`src/dacctl_pkg.sv`:
```
// Constants of the two-channel converter control block
package dacctl_pkg;
    // Register byte addresses
    localparam logic [31:0] ADDR_CTRL = 32'h400B_8000;
    localparam logic [31:0] ADDR_MODE = 32'h400B_8004;
    localparam logic [31:0] ADDR_CHEN = 32'h400B_8010;
    localparam logic [31:0] ADDR_CHDIS = 32'h400B_8014;
    localparam logic [31:0] ADDR_CHSTAT = 32'h400B_8018;
    localparam logic [31:0] ADDR_DATA = 32'h400B_8020;
    localparam logic [31:0] ADDR_IRQ_STAT = 32'h400B_8030;
    localparam logic [31:0] ADDR_IRQ_CLR = 32'h400B_8034;
    localparam logic [31:0] ADDR_IRQ_EN = 32'h400B_8038;
    localparam logic [31:0] ADDR_WPROT = 32'h400B_80E4;
    // Mode register layout
    localparam int MODE_TRIGGER_ENABLE = 0;
    localparam int MODE_TRIGGER_SOURCE_SELECT_LSB = 1;
    localparam int MODE_WORD = 4;
    localparam int MODE_ONE = 8;
    localparam int MODE_USEL_LSB = 16;
    localparam int MODE_TAG = 20;
    localparam int MODE_MAX_SPEED_MODE = 21;
    localparam int MODE_CONVERTER_CLOCK_DIVIDER = 22;
    localparam int MODE_STARTUP_LSB = 24;
    localparam logic [31:0] MODE_MASK = 32'h3F73_011F;
    localparam logic [31:0] MODE_RST = 32'h0000_0000;
    // Data item layout
    localparam int ITEM_TAG_LSB = 12;
    localparam int ITEM_HI_LSB = 16;
    // Trigger source codes
    localparam logic [2:0] TRG_EXT = 3'h0;
    localparam logic [2:0] TRG_LAST = 3'h5;
    // Interrupt status bits
    localparam int IRQ_TXRDY = 0;
    localparam int IRQ_EOC = 1;
    localparam int IRQ_WPV = 2;
    localparam int IRQ_W = 3;
    // Conversion timing: DAC clock periods per conversion
    localparam int CONV_DAC_PERIODS = 25;
    localparam int DIV_LO = 2;
    localparam int DIV_HI = 4;
    localparam logic [6:0] CONV_CYC_LO = 7'(CONV_DAC_PERIODS * DIV_LO);
    localparam logic [6:0] CONV_CYC_HI = 7'(CONV_DAC_PERIODS * DIV_HI);
    // Startup delay table in peripheral clock periods
    localparam logic [11:0] SU_STEP_LO = 12'h008;
    localparam logic [11:0] SU_BASE_MID = 12'h040;
    localparam logic [11:0] SU_STEP_MID = 12'h010;
    localparam logic [11:0] SU_BASE_HI = 12'h200;
    localparam logic [11:0] SU_STEP_HI = 12'h040;
    typedef enum logic [1:0] {
        ST_IDLE = 2'b00,
        ST_CONV = 2'b01
    } dacctl_state_t;
endpackage

```
`src/dacctl_top.sv`:
```
// Two-channel converter control: AHB-Lite registers, triggers, sequencing
//
// Summary of operation
// - Trigger code 0 external, 1-3 timer channels, 4-5 PWM lines, 6-7 reserved.
// - User channel select value 0 picks channel 0, value 1 channel 1.
// - Tag bit 0 routes to user-selected channel; tag bit 1 uses tags.
// - Maximum speed bit 0 gives normal timing, 1 gives maximum speed.
// - Converter clock is peripheral clock divided by 2 (code 0) or 4.
// - Startup code maps to 0..112 periods, then 512 plus 64 per step.
// - A one in channel enable bit 0 or 1 enables that channel.
// - A one in channel disable bit 0 or 1 disables that channel.
// - Channel status bits 0 and 1 show which channels are enabled.
// - Enable and disable writes are ignored while write protect is set.
// - Trigger mode starts on selected rising edge; else converts at once.
// - Word mode pushes lower half-word first, then upper half-word.
// - Tag mode takes channel from bits 13:12, and 29:28 for second.
// - Maximum speed times conversions by counter, not end-of-cycle.
module dacctl_top #(
    parameter int DATA_W = 12
) (
    input wire logic CLK,
    input wire logic RST,
    input wire logic HSEL,
    input wire logic [31:0] HADDR,
    input wire logic [1:0] HTRANS,
    input wire logic HWRITE,
    input wire logic [2:0] HSIZE,
    input wire logic [31:0] HWDATA,
    input wire logic HREADY,
    output logic [31:0] HRDATA,
    output logic HREADYOUT,
    output logic HRESP,
    input wire logic TRIG_EXT,
    input wire logic [2:0] TRIG_TIO,
    input wire logic [1:0] TRIG_PWM,
    input wire logic CORE_EOC,
    output logic DAC_CLK,
    output logic DAC_START,
    output logic [DATA_W-1:0] DAC_DATA,
    output logic DAC_CHAN,
    output logic [1:0] DAC_CH_EN,
    output logic IRQ
);
    logic swrst_r, swrst_nxt;
    logic srst;
    assign srst = RST | swrst_r;

    ////////////////////////////////////////////////////////////////////////
    // Input synchronisers: trigger lines and core end-of-cycle
    logic [6:0] sy1_r, sy1_nxt, sy2_r, sy2_nxt, sy3_r, sy3_nxt;
    logic [6:0] edg;
    logic trg_edge, eoc_edge;

    always_comb begin
        sy1_nxt = {CORE_EOC, TRIG_PWM, TRIG_TIO, TRIG_EXT};
        sy2_nxt = sy1_r;
        sy3_nxt = sy2_r;
    end

    always_ff @(posedge CLK) begin
        if (srst) begin
            sy1_r <= 7'h00;
            sy2_r <= 7'h00;
            sy3_r <= 7'h00;
        end else begin
            sy1_r <= sy1_nxt;
            sy2_r <= sy2_nxt;
            sy3_r <= sy3_nxt;
        end
    end

    assign edg = sy2_r & ~sy3_r;
    assign eoc_edge = edg[6];

    ////////////////////////////////////////////////////////////////////////
    // Register file on AHB-Lite, zero wait states
    logic dp_wr_r, dp_wr_nxt;
    logic [31:0] dp_addr_r, dp_addr_nxt, hrdata_r, hrdata_nxt;
    logic [31:0] mode_r, mode_nxt;
    logic [1:0] chen_r, chen_nxt;
    logic write_protect_enable_r, write_protect_enable_nxt, irq_r, irq_nxt;
    localparam int IRQ_W = dacctl_pkg::IRQ_W;
    logic [IRQ_W-1:0] ien_r, ien_nxt, ist_r, ist_nxt, evt;
    logic ap, wr, wp_hit, eoc_evt, txrdy, txrdy_d_r;
    logic trigger_enable, word, tag, max_speed_mode, converter_clock_divider;
    logic [2:0] trigger_source_select;
    logic [1:0] usel;
    logic [5:0] startup;

    assign trigger_enable = mode_r[dacctl_pkg::MODE_TRIGGER_ENABLE];
    assign trigger_source_select = mode_r[dacctl_pkg::MODE_TRIGGER_SOURCE_SELECT_LSB +: 3];
    assign word = mode_r[dacctl_pkg::MODE_WORD];
    assign usel = mode_r[dacctl_pkg::MODE_USEL_LSB +: 2];
    assign tag = mode_r[dacctl_pkg::MODE_TAG];
    assign max_speed_mode = mode_r[dacctl_pkg::MODE_MAX_SPEED_MODE];
    assign converter_clock_divider = mode_r[dacctl_pkg::MODE_CONVERTER_CLOCK_DIVIDER];
    assign startup = mode_r[dacctl_pkg::MODE_STARTUP_LSB +: 6];

    // Reserved codes pick no source, so trigger mode never starts
    always_comb begin
        if (trigger_source_select <= dacctl_pkg::TRG_LAST)
            trg_edge = edg[trigger_source_select];
        else
            trg_edge = 1'b0;
    end

    assign ap = HSEL && HTRANS[1] && HREADY;
    assign wr = dp_wr_r && HREADY;
    assign wp_hit = wr && write_protect_enable_r && (dp_addr_r == dacctl_pkg::ADDR_MODE ||
        dp_addr_r == dacctl_pkg::ADDR_CHEN ||
        dp_addr_r == dacctl_pkg::ADDR_CHDIS);
    assign evt = {wp_hit, eoc_evt, txrdy & ~txrdy_d_r};

    always_comb begin
        dp_wr_nxt = ap && HWRITE;
        dp_addr_nxt = ap ? HADDR : dp_addr_r;
        hrdata_nxt = hrdata_r;
        mode_nxt = mode_r;
        chen_nxt = chen_r;
        write_protect_enable_nxt = write_protect_enable_r;
        ien_nxt = ien_r;
        ist_nxt = ist_r;
        swrst_nxt = 1'b0;
        // Read data is fetched in the address phase so HRDATA is a flop
        if (ap && !HWRITE) begin
            case (HADDR)
                dacctl_pkg::ADDR_MODE: hrdata_nxt = mode_r;
                dacctl_pkg::ADDR_CHSTAT: hrdata_nxt = {30'h0, chen_r};
                dacctl_pkg::ADDR_IRQ_STAT: hrdata_nxt = 32'(ist_r);
                dacctl_pkg::ADDR_IRQ_EN: hrdata_nxt = 32'(ien_r);
                dacctl_pkg::ADDR_WPROT: hrdata_nxt = {31'h0, write_protect_enable_r};
                default: hrdata_nxt = 32'h0000_0000;
            endcase
        end
        if (wr && !write_protect_enable_r) begin
            case (dp_addr_r)
                dacctl_pkg::ADDR_MODE: mode_nxt = HWDATA & dacctl_pkg::MODE_MASK;
                dacctl_pkg::ADDR_CHEN: chen_nxt = chen_r | HWDATA[1:0];
                dacctl_pkg::ADDR_CHDIS: chen_nxt = chen_r & ~HWDATA[1:0];
                default: chen_nxt = chen_r;
            endcase
        end
        if (wr && dp_addr_r == dacctl_pkg::ADDR_WPROT)
            write_protect_enable_nxt = HWDATA[0];
        if (wr && dp_addr_r == dacctl_pkg::ADDR_IRQ_EN)
            ien_nxt = HWDATA[IRQ_W-1:0];
        if (wr && dp_addr_r == dacctl_pkg::ADDR_IRQ_CLR)
            ist_nxt = ist_r & ~HWDATA[IRQ_W-1:0];
        // A new event beats a clear in the same cycle
        ist_nxt = ist_nxt | evt;
        irq_nxt = |(ist_nxt & ien_nxt);
        if (wr && dp_addr_r == dacctl_pkg::ADDR_CTRL)
            swrst_nxt = HWDATA[0];
    end

    always_ff @(posedge CLK) begin
        // The bus pipeline survives a software reset so the bus stays sane
        if (RST) begin
            dp_wr_r <= 1'b0;
            dp_addr_r <= 32'h0000_0000;
            hrdata_r <= 32'h0000_0000;
            swrst_r <= 1'b0;
        end else begin
            dp_wr_r <= dp_wr_nxt;
            dp_addr_r <= dp_addr_nxt;
            hrdata_r <= hrdata_nxt;
            swrst_r <= swrst_nxt;
        end
        if (srst) begin
            mode_r <= dacctl_pkg::MODE_RST;
            chen_r <= 2'h0;
            write_protect_enable_r <= 1'b0;
            ien_r <= '0;
            ist_r <= '0;
            irq_r <= 1'b0;
        end else begin
            mode_r <= mode_nxt;
            chen_r <= chen_nxt;
            write_protect_enable_r <= write_protect_enable_nxt;
            ien_r <= ien_nxt;
            ist_r <= ist_nxt;
            irq_r <= irq_nxt;
        end
    end

    ////////////////////////////////////////////////////////////////////////
    // Conversion engine
    dacctl_pkg::dacctl_state_t state_r, state_nxt;
    logic [1:0] pend_cnt_r, pend_cnt_nxt, sel_ch;
    logic [15:0] pend0_r, pend0_nxt, pend1_r, pend1_nxt;
    logic [11:0] su_cnt_r, su_cnt_nxt;
    logic [6:0] cv_cnt_r, cv_cnt_nxt, conv_cyc;
    logic div_r, div_nxt, dclk_r, dclk_nxt, start_r, start_nxt;
    logic [DATA_W-1:0] data_r, data_nxt;
    logic chan_r, chan_nxt;
    logic [1:0] chen_d_r;
    logic go, wr_data, ch_rise;

    function automatic logic [11:0] su_delay(input logic [5:0] c);
        if (c < 6'h04)
            return 12'(c) * dacctl_pkg::SU_STEP_LO;
        else if (c < 6'h08)
            return dacctl_pkg::SU_BASE_MID +
                (12'(c) - 12'h004) * dacctl_pkg::SU_STEP_MID;
        else
            return dacctl_pkg::SU_BASE_HI +
                (12'(c) - 12'h008) * dacctl_pkg::SU_STEP_HI;
    endfunction

    assign txrdy = pend_cnt_r == 2'h0;
    assign ch_rise = |(chen_r & ~chen_d_r);
    assign wr_data = wr && dp_addr_r == dacctl_pkg::ADDR_DATA;
    assign conv_cyc = converter_clock_divider ? dacctl_pkg::CONV_CYC_HI : dacctl_pkg::CONV_CYC_LO;
    assign go = trigger_enable ? trg_edge : 1'b1;
    assign sel_ch = tag ? pend0_r[dacctl_pkg::ITEM_TAG_LSB +: 2] : usel;

    always_comb begin
        state_nxt = state_r;
        pend_cnt_nxt = pend_cnt_r;
        pend0_nxt = pend0_r;
        pend1_nxt = pend1_r;
        cv_cnt_nxt = cv_cnt_r;
        data_nxt = data_r;
        chan_nxt = chan_r;
        start_nxt = 1'b0;
        eoc_evt = 1'b0;
        // Divide by 2 toggles every cycle, by 4 every other cycle
        div_nxt = ~div_r;
        dclk_nxt = (!converter_clock_divider || div_r) ? ~dclk_r : dclk_r;
        // Any channel going live restarts the startup wait
        if (ch_rise)
            su_cnt_nxt = su_delay(startup);
        else if (su_cnt_r != 12'h000)
            su_cnt_nxt = su_cnt_r - 12'h001;
        else
            su_cnt_nxt = su_cnt_r;
        // Writes while not ready are dropped rather than corrupting items
        if (wr_data && txrdy) begin
            pend0_nxt = HWDATA[15:0];
            pend1_nxt = HWDATA[dacctl_pkg::ITEM_HI_LSB +: 16];
            pend_cnt_nxt = word ? 2'h2 : 2'h1;
        end
        case (state_r)
            dacctl_pkg::ST_IDLE: begin
                // The wait is loaded one cycle after the enable lands
                if (pend_cnt_r != 2'h0 && su_cnt_r == 12'h000 && !ch_rise &&
                    |chen_r && go) begin
                    pend0_nxt = pend1_r;
                    pend_cnt_nxt = pend_cnt_r - 2'h1;
                    // Items tagged for an absent or disabled channel drop
                    if (!sel_ch[1] && chen_r[sel_ch[0]]) begin
                        start_nxt = 1'b1;
                        data_nxt = pend0_r[DATA_W-1:0];
                        chan_nxt = sel_ch[0];
                        cv_cnt_nxt = conv_cyc;
                        state_nxt = dacctl_pkg::ST_CONV;
                    end
                end
            end
            dacctl_pkg::ST_CONV: begin
                if (cv_cnt_r != 7'h00)
                    cv_cnt_nxt = cv_cnt_r - 7'h01;
                // Counter saves the two cycles the synchroniser costs
                if (max_speed_mode ? cv_cnt_r == 7'h01 : eoc_edge) begin
                    eoc_evt = 1'b1;
                    state_nxt = dacctl_pkg::ST_IDLE;
                end
            end
            default: state_nxt = dacctl_pkg::ST_IDLE;
        endcase
    end

    always_ff @(posedge CLK) begin
        if (srst) begin
            state_r <= dacctl_pkg::ST_IDLE;
            pend_cnt_r <= 2'h0;
            pend0_r <= 16'h0000;
            pend1_r <= 16'h0000;
            su_cnt_r <= 12'h000;
            cv_cnt_r <= 7'h00;
            div_r <= 1'b0;
            dclk_r <= 1'b0;
            start_r <= 1'b0;
            data_r <= '0;
            chan_r <= 1'b0;
            chen_d_r <= 2'h0;
            txrdy_d_r <= 1'b1;
        end else begin
            state_r <= state_nxt;
            pend_cnt_r <= pend_cnt_nxt;
            pend0_r <= pend0_nxt;
            pend1_r <= pend1_nxt;
            su_cnt_r <= su_cnt_nxt;
            cv_cnt_r <= cv_cnt_nxt;
            div_r <= div_nxt;
            dclk_r <= dclk_nxt;
            start_r <= start_nxt;
            data_r <= data_nxt;
            chan_r <= chan_nxt;
            chen_d_r <= chen_r;
            txrdy_d_r <= txrdy;
        end
    end

    assign HRDATA = hrdata_r;
    assign HREADYOUT = 1'b1;
    assign HRESP = 1'b0;
    assign DAC_CLK = dclk_r;
    assign DAC_START = start_r;
    assign DAC_DATA = data_r;
    assign DAC_CHAN = chan_r;
    assign DAC_CH_EN = chen_r;
    assign IRQ = irq_r;

    ////////////////////////////////////////////////////////////////////////
    // Checks
    logic [6:0] age_r;
    always_ff @(posedge CLK) begin
        if (srst || state_r != dacctl_pkg::ST_CONV)
            age_r <= 7'h00;
        else
            age_r <= age_r + 7'h01;
    end
endmodule

```
`config.mk`:
```
export PLATFORM = sky130hd
export DESIGN_NAME = dacctl_top
export DESIGN_NICKNAME = d
export VERILOG_FILES = /design/src/dacctl_pkg.sv /design/src/dacctl_top.sv
export SDC_FILE = /design/constraint.sdc
export NUM_CORES = 1
export LEC_CHECK = 0
export BUFFER_PORTS_ARGS = -buffer_cell sky130_fd_sc_hd__buf_4
export CAP_MARGIN = 20
export CORE_MARGIN = 2
export CORE_UTILIZATION = 45
export CTS_CLUSTER_SIZE = 28
export DETAILED_ROUTE_END_ITERATION = 6
export GPL_ROUTABILITY_DRIVEN = 0
export PLACE_DENSITY_LB_ADDON = 0.3
export SYNTH_ARGS = -nofsm -noshare
export SYNTH_HDL_FRONTEND = slang
export SYNTH_SLANG_ARGS = --single-unit
export TNS_END_PERCENT = 5
```
`constraint.sdc`:
```
create_clock -name CLK -period 3 [get_ports CLK]
set_input_delay 0.6 -clock CLK [delete_from_list [all_inputs] [get_ports CLK]]
set_output_delay 0.6 -clock CLK [all_outputs]
set_load 0.02 [all_outputs]
```
==> results of run 1 <==
## sequential cells by signal, indices dropped and copies added, names as in the netlist, 2 cells and up, named ones only
register and flops:
ist_r 3, sy2_r 7, pend0_r 14, DAC_DATA 12
su_cnt_r 12, mode_r 17, pend1_r 14, ien_r 3
sy3_r 7, cv_cnt_r 7, chen_d_r 2, pend_cnt_r 2
dp_addr_r 32, HRDATA 17, sy1_r 7
## report_power, final
group | internal [uW] | switching (uW)
Sequential | 2310 | 58.8
Clock | 1310 | 913
Combinational | 289 | 348
Total | 3910 | 1320
## path summary, 6_finish.rpt
check,end,cells after the start
hold / removal,sy1_r[3],2
hold reg to reg,div_r,1
setup reg to reg,DAC_DATA[1],7
setup / recovery,DAC_DATA[1],7
## kinds of logic after synthesis
kind of cell / Yosys count / synth area share, %
adders and majority gates: 10 / 1.74
and+or+nand+nor: 377 / 25.4
xor gates and xnor gates: 16 / 1.95
muxes: 25 / 3.61
other: 2 / 0.105
DFF: 168 / 46.9
AOI/OAI and AO/OA: 185 / 14.7
buffers and inverters: 88 / 5.66
## worst max-delay path, cell delays in order, from the launching register on
cell and delay [ns]:
dfxtp_1 0.35, or4_4 0.57, or4_1 0.62, nor4_4 0.44, and3_2 0.35, buf_4 0.21, nand2_1 0.07, a21oi_1 0.17
## per-stage QoR
stage	setup slack (ns)	hold WS [ns]	total power [uW]
finish	0.136	0.370	5230
global route	0.00263	0.349	5480
CTS	0.0355	0.356	5270
detailed placement	0.105	0.392	3050
global placement	0.141	0.391	3040
floorplan	0.214	0.383	2870
## metal layers
| layer | wire, um | vias to the layer above | share of wire (%) | GRT usage (%) |
|---|---|---|---|---|
| li1 | - | 3139 | - | - |
| met1 | 8570 | 2921 | 48 | 29.0 |
| met2 | 7790 | 159 | 44 | 33.6 |
| met3 | 1210 | 22 | 6.8 | 6.93 |
| met4 | 317 | 0 | 1.8 | 7.02 |
| met5 | 0 | - | 0 | 0 |
## placed cells by master, fill, tap and decap left out, types with 3 or more instances in the layout
| cell | instances |
|---|---|
| nor4_1 | 12 |
| nor4bb_1 | 4 |
| nor4b_1 | 7 |
| ha_1 | 10 |
| and2_1 | 24 |
| dfxtp_1 | 168 |
| nand4_1 | 6 |
| o21a_1 | 4 |
| nand3b_1 | 5 |
| xor2_1 | 5 |
| nor3_1 | 11 |
| a211oi_1 | 4 |
| mux2_2 | 3 |
| a22oi_1 | 5 |
| clkinvlp_4 | 5 |
| nand3_1 | 25 |
| and3_1 | 8 |
| clkinv_4 | 4 |
| clkbuf_16 | 17 |
| nor2_1 | 39 |
| xnor2_1 | 11 |
| nor2b_1 | 5 |
| buf_4 | 124 |
| a31oi_1 | 3 |
| nand2_1 | 198 |
| nand2b_1 | 5 |
| mux2i_1 | 21 |
| inv_1 | 20 |
| or3_1 | 7 |
| a21oi_1 | 120 |
| and4b_1 | 3 |
| o21ai_0 | 24 |
| or4_1 | 4 |
| bufinv_16 | 3 |
| conb_1 | 17 |
## layout make-up
type / count / share of cell area, %
Clock buffer: 18 / 4.90
Sequential cell: 168 / 38.4
Multi-Input combinational cell: 630 / 39.7
Clock inverter: 14 / 2.01
Inverter: 20 / 0.857
Tap cell: 216 / 3.09
Timing Repair Buffer: 126 / 11.1
## what timing repair did
action,in CTS,in global routing
setup endpoints to repair,0,9
resized for setup,0,1
hold endpoints to repair,0,0
==> impl_metrics.tcl, run 1 <==
set metrics [dict create \
    finalNonFillerCells 1192 \
    antenna_cells 0 \
    via_per_inst 5.24 \
    clock-sinks 168 \
    synth-edff-count 0 \
    area_growth_pct 22.0 \
    hp-class "input pin to register" \
    grt_pass1_vias 5846 \
    die_y_um 130 \
    numCtsBuffers 17 \
    nFillCells 1472 \
    synth_area_leaders "dfxtp_1 47%, nand2_1 10%, a21oi_1 8.4%, mux2i_1 2.9%, clkbuf_1 2.5%" \
    dp_hpwl_um 12200 \
    critPathLaunchType "register" \
    start_util_pct 45.7 \
    hp-start "TRIG_TIO[2]" \
    clk_path_buf_depth 2 \
    post_drt_wl_per_cell_um 15.0 \
    drive_gt1_share_pct 17.7 \
    setup_viol 0 \
    drtAntennaViolNets 0 \
    setup-tns-final_ns 0 \
    fin_crit_ns 2.86 \
    maxCapViolCount 0 \
    drc 0 \
    cts_hold_buffers 0 \
    crit_arrival_ns 3.21 \
    grt_usage_pct 21.8 \
    grt_max_degree 56 \
    postCtsSetupRepairBufs 0 \
    die_area_um2 17000 \
    root_buffer "clkbuf_16" \
    grt.overflow.total 0 \
    crit_start "su_cnt_r[6]" \
    synth_flop_cell "dfxtp_1" \
    ir_drop_v 0.000400 \
    synthDominantCellAreaShare_pct 46.9 \
    yosysMostFrequentCell "nand2_1" \
    power.leakage_uw 0.00335 \
    tightest_slew_ns 0.763 \
    run_status "finished, final reports clean" \
    final_nets 1054 \
    endpoint_kind "register" \
    drtIter0Drc 386 \
    yosysSeqAreaShare_pct 46.9 \
    max_clock_freq_ghz 0.349 \
    vias 6241 \
    netlist_area_um2 7180 \
    cp_max_fo 9 \
    dp_cells 1159 \
    first_pass_iters 4 \
    grt_pass1_wl_um 28900 \
    cts_tree "built" \
    async_flop_share_pct 0 \
    die_w_um 130 \
    io_buffers 107 \
    pwr_density_cell_nw_per_um2 597 \
    fin_worst_skew_ns 0.0109 \
    worstPathRequired_ns 3.35 \
    core_um2 15700 \
    yosys.area.top_type "dfxtp_1" \
    rsz0062_at_grt "false" \
    slew_headroom_pct 49.1 \
    critical_path_class "register to register" \
    synth_seq_cells 168 \
    rrSetupSlack_ns 0.14 \
    cts.htree.levels 4 \
    hold_viol_final 0 \
    drv_slew 0 \
    insertion_delay_ns 0.43 \
    synth_cell_type_count 63 \
    path_clk_slew_ns 0.07 \
    wl_um 17900 \
    fin_area_um2 8760 \
    yosys-top-cells-count "198 x nand2_1, 168 x dfxtp_1, 120 x a21oi_1" \
    syn-mean-instance-area_um2 8.24 \
    syn_inst 871 \
    r2r_start "su_cnt_r[6]" \
    finalCritPeriodShare_pct 95.5 \
    multi_input_area_um2 3470 \
    ys_warn_count 0 \
    num_rows 46 \
    antenna_found_initial 0 \
    place_area_um2 8150 \
    io_pins 133 \
    regArea_um2 3360 \
    final_util_pct 55.7 \
]
Note: power is estimated with default switching activity, not from simulation.
==> inputs of run 2 (changes only) <==
--- a/config.mk
+++ b/config.mk
@@ -12,7 +12,9 @@
 export CTS_CLUSTER_SIZE = 28
 export DETAILED_ROUTE_END_ITERATION = 6
 export GPL_ROUTABILITY_DRIVEN = 0
+export GPL_TIMING_DRIVEN = 0
 export PLACE_DENSITY_LB_ADDON = 0.3
+export SETUP_SLACK_MARGIN = 0.15
 export SYNTH_ARGS = -nofsm -noshare
 export SYNTH_HDL_FRONTEND = slang
 export SYNTH_SLANG_ARGS = --single-unit
==> impl_metrics.tcl, run 2 (synthesis gave the netlist of run 1 again) <==
set metrics [dict create \
    cts_tree "built" \
    rsz0062_at_grt "true" \
    antenna_found_initial 0 \
    root_buffer "clkbuf_16" \
    max_clock_freq_ghz 0.348 \
    pre_cts_ws_ns -0.449 \
    die_y_um 130 \
    power_frac_comb_pct 12.9 \
    worstPathRequired_ns 3.35 \
    area_growth_pct 25.4 \
    wl_um 19200 \
    drive_gt1_share_pct 17.8 \
    path_clk_slew_ns 0.06 \
    endpoint_kind "register" \
    final_nets 1104 \
    start_util_pct 45.7 \
    die_area_um2 17000 \
    io_pins 133 \
    grt_max_degree 17 \
    insertion_delay_ns 0.43 \
    setup_slack_ns 0.125 \
    first_pass_iters 7 \
    critical_path_class "input pin to register" \
    place_area_um2 8290 \
    top_register "dp_addr_r" \
    io_buffers 105 \
    setup_viol 0 \
    fin_crit_ns 2.87 \
    grt_pass1_vias 5943 \
    crit_arrival_ns 3.23 \
    cp_max_fo 10 \
    seqPwrFrac_pct 44.3 \
    grt.overflow.total 0 \
    clockPowerShare_pct 42.9 \
    maxCapViolCount 0 \
    dp_cells 1207 \
    numCtsBuffers 17 \
    hp-class "input pin to register" \
    violations "design-rule violations" \
    p_int_uw 3990 \
    multi_input_area_um2 3500 \
    dp_hpwl_um 13700 \
    num_rows 46 \
    clock-sinks 168 \
    finalCritPeriodShare_pct 95.8 \
    ir_drop_v 0.000449 \
    regArea_um2 3370 \
    hold_viol_final 0 \
    tightest_slew_ns 0.732 \
    drtIter0Drc 455 \
    cts_hold_buffers 0 \
    clk_path_buf_depth 2 \
    nFillCells 1461 \
    core_um2 15700 \
    cts.htree.levels 4 \
    power_uw 5360 \
    pwr_density_cell_nw_per_um2 595 \
    critPathLaunchType "input pin" \
    final_cell_mix "198 x nand2_1, 166 x dfxtp_1, 125 x buf_4, 120 x a21oi_1, 43 x clkbuf_1" \
    finalNonFillerCells 1242 \
    power.leakage_uw 0.00344 \
    grt_pass1_wl_um 30300 \
    final_common_cell "nand2_1" \
    antenna_cells 0 \
    fin_area_um2 9000 \
    run_status "finished with violations" \
    largest_reg_flops 32 \
    drv_slew 0 \
    grt_usage_pct 23.1 \
    p_sw_uw 1370 \
    slew_headroom_pct 51.2 \
    drc 2 \
    drtAntennaViolNets 0 \
    fin_worst_skew_ns 0.00822 \
    switching_share_pct 25.5 \
    die_w_um 130 \
    vias 6560 \
    post_drt_wl_per_cell_um 15.5 \
    via_per_inst 5.28 \
]
==> run 2: what timing repair did <==
item,4_1_cts,5_1_grt
setup endpoints to repair,52,45
gates resized for setup,15,5
setup buffers,0,3
pin swaps,2,2
==> run 2: path summary, 6_finish.rpt <==
path / startpoint / endpoint / slack, ns / cells after the start
min reg2reg: div_r / div_r / 0.41 / 1
max reg2reg: su_cnt_r[9] / cv_cnt_r[2] / 0.27 / 8
max: HADDR[12] / HRDATA[21] / 0.13 / 8
min: TRIG_PWM[0] / sy1_r[4] / 0.37 / 2
==> run 2: final cells by class <==
type / instances / area share [%]
multi-input combinational: 630 / 38.9
sequential: 168 / 37.4
timing repair buffer: 108 / 9.01
clock buffer: 20 / 5.07
buffer: 68 / 3.93
tap: 216 / 3.00
clock inverter: 12 / 1.85
inverter: 20 / 0.834
==> run 2: worst max-delay path: stages <==
cell      delay, ns
buf_4          0.11
or4b_2         0.66
nor4_1         0.53
nand4_1        0.29
nor4_4         0.34
clkbuf_1       0.34
nand3_1        0.16
a21oi_1        0.18
==> run 2: through the flow <==
stage	hold slack, ns	setup TNS, ns	util, %
finish	0.369	0	57.3
global route	0.364	0	57.3
CTS	0.356	0	57.1
detailed placement	0.401	-6.77	52.8
global placement	0.393	-5.65	52.8
floorplan	0.383	0	-
==> run 2: routing by layer <==
layer / vias to the layer above / track usage [%] / wire length, um
li1: 3240 / - / -
met1: 3079 / 31.3 / 8800
met2: 221 / 37.1 / 8740
met3: 20 / 5.54 / 1440
met4: 0 / 6.14 / 221
met5: - / 0 / 0
==> run 2: power groups by stage <==
stage	Clock, uW	Sequential [uW]	Combinational [uW]
floorplan	0	2410	467
global placement	0	2410	649
detailed placement	0	2420	657
CTS	2330	2370	684
global route	2420	2380	765
finish	2300	2370	689
==> inputs of run 3 (changes only) <==
--- a/config.mk
+++ b/config.mk
@@ -9,11 +9,13 @@
 export CAP_MARGIN = 20
 export CORE_MARGIN = 2
 export CORE_UTILIZATION = 45
+export CTS_CLUSTER_DIAMETER = 200
 export CTS_CLUSTER_SIZE = 28
 export DETAILED_ROUTE_END_ITERATION = 6
 export GPL_ROUTABILITY_DRIVEN = 0
 export GPL_TIMING_DRIVEN = 0
 export PLACE_DENSITY_LB_ADDON = 0.3
+export RECOVER_POWER = 25
 export SETUP_SLACK_MARGIN = 0.15
 export SYNTH_ARGS = -nofsm -noshare
 export SYNTH_HDL_FRONTEND = slang
==> impl_metrics.tcl, run 3 (synthesis gave the netlist of run 1 again) <==
set metrics [dict create \
    run_status "finished, final reports clean" \
    fin_crit_ns 2.87 \
    crit_start "HADDR[12]" \
    grt.overflow.total 0 \
    die_area_um2 17000 \
    critPathLaunchType "input pin" \
    globalRouteMet1Util_pct 31.3 \
    worstPathRequired_ns 3.36 \
    wl_um 19200 \
    slew_headroom_pct 52.8 \
    first_pass_iters 7 \
    core_um2 15700 \
    grtUsageMet2_pct 37.1 \
    final_common_cell "nand2_1" \
    clock-sinks 168 \
    endpoint_kind "register" \
    regArea_um2 3370 \
    numCtsBuffers 17 \
    power_uw 5350 \
    grt_pass1_vias 5943 \
    final_nets 1104 \
    critical_path_class "input pin to register" \
    drtIter0Drc 462 \
    clk_path_buf_depth 2 \
    drive_gt1_share_pct 16.5 \
    insertion_delay_ns 0.43 \
    antenna_cells 0 \
    grt_use_met3_pct 5.54 \
    antenna_found_initial 0 \
    hold_ws_ns 0.368 \
    drv_slew 0 \
    cpLargestDelayFamily "simple AND/OR/NAND/NOR gates" \
    hold_viol_final 0 \
    post_drt_wl_per_cell_um 15.4 \
    nFillCells 1473 \
    path_cells "buf_4 > or4b_2 > nor4_1 > nand4_1 > nor4_4 > clkbuf_1 > nand3_1 > a21oi_1" \
    power.leakage_uw 0.00338 \
    tightest_slew_ns 0.708 \
    pwr_density_cell_nw_per_um2 598 \
    top_register "dp_addr_r" \
    cts_hold_buffers 0 \
    grt_usage_pct 23.1 \
    rrSetupSlack_ns 0.27 \
    io_pins 133 \
    die_y_um 130 \
    num_rows 46 \
    drc 0 \
    max_clock_freq_ghz 0.349 \
    top_usage_layer "met2" \
    vias 6545 \
    start_util_pct 45.7 \
    finalCritPeriodShare_pct 95.5 \
    drtAntennaViolNets 0 \
    largest_reg_flops 32 \
    crit_path_max_incr_delay_ns 0.66 \
    root_buffer "clkbuf_16" \
    r2r_start "su_cnt_r[9]" \
    critPathSlowestCell "or4b_2" \
    multi_input_area_um2 3500 \
    cts_tree "built" \
    dp_hpwl_um 13700 \
    grt_max_degree 17 \
    setup_viol 0 \
    area_growth_pct 24.6 \
    cp_max_fo 10 \
    die_w_um 130 \
    final_cell_mix "198 x nand2_1, 166 x dfxtp_1, 120 x a21oi_1, 110 x buf_4, 57 x clkbuf_1" \
    via_per_inst 5.27 \
    hp-start "TRIG_PWM[0]" \
    io_buffers 105 \
    cp_num_buf_inv 2 \
    ir_drop_v 0.000450 \
    path_clk_slew_ns 0.06 \
    crit_arrival_ns 3.22 \
    fin_worst_skew_ns 0.00757 \
    maxCapViolCount 0 \
    rsz0062_at_grt "true" \
    grt_pass1_wl_um 30300 \
    cts.htree.levels 4 \
    hp-class "input pin to register" \
]
[run 3: cell type report]
class	instances	share of cell area, %
buffer	68	3.96
sequential	168	37.6
multi-input combinational	630	39.1
clock inverter	12	1.86
clock buffer	20	5.10
timing repair buffer	108	8.47
tap	216	3.02
inverter	20	0.839
[run 3: layer usage]
metal	up-vias	share of wire, %
met5	-	0
met4	0	1.1
met3	18	7.3
met2	236	46
met1	3057	46
li1	3234	-
[run 3: metrics by stage]
step                cell area, um^2  cells  TNS, ns  setup slack [ns]  utilization [%]
floorplan                      7230    886        0             0.214                -
global placement               8290   1207    -5.65            -0.376             52.8
detailed placement             8290   1207    -6.77            -0.449             52.8
CTS                            8970   1239        0            0.0666             57.1
global route                   8950   1242        0           0.00227             56.9
finish                         8950   1242        0             0.134             56.9
[run 3: worst reg2reg max path, delay by kind of cell, from the launching register on]
kind / cells / cell delay, ns
and+or+nand+nor: 4 / 1.38
muxes: 1 / 0.37
buffers and inverters: 2 / 0.34
AOI/OAI and AO/OA: 1 / 0.22
DFF: 1 / 0.33
[run 3: repair_timing]
item | in CTS | in global routing
pin swaps | 2 | 2
gates resized for setup | 15 | 5
setup endpoints to repair | 52 | 45
setup buffers | 0 | 3
hold endpoints to repair | 0 | 0
[run 3: report_power, final]
part	internal, uW	leakage [uW]	switching [uW]
Sequential	2310	0.00136	60.3
Combinational	313	0.00173	374
Clock	1370	0.000285	928
Total	3990	0.00338	1360
[run 3: final timing paths]
kind / to / cells past startpoint
max: HRDATA[21] / 8
min: sy1_r[4] / 2
max reg2reg: cv_cnt_r[2] / 8
min reg2reg: div_r / 1
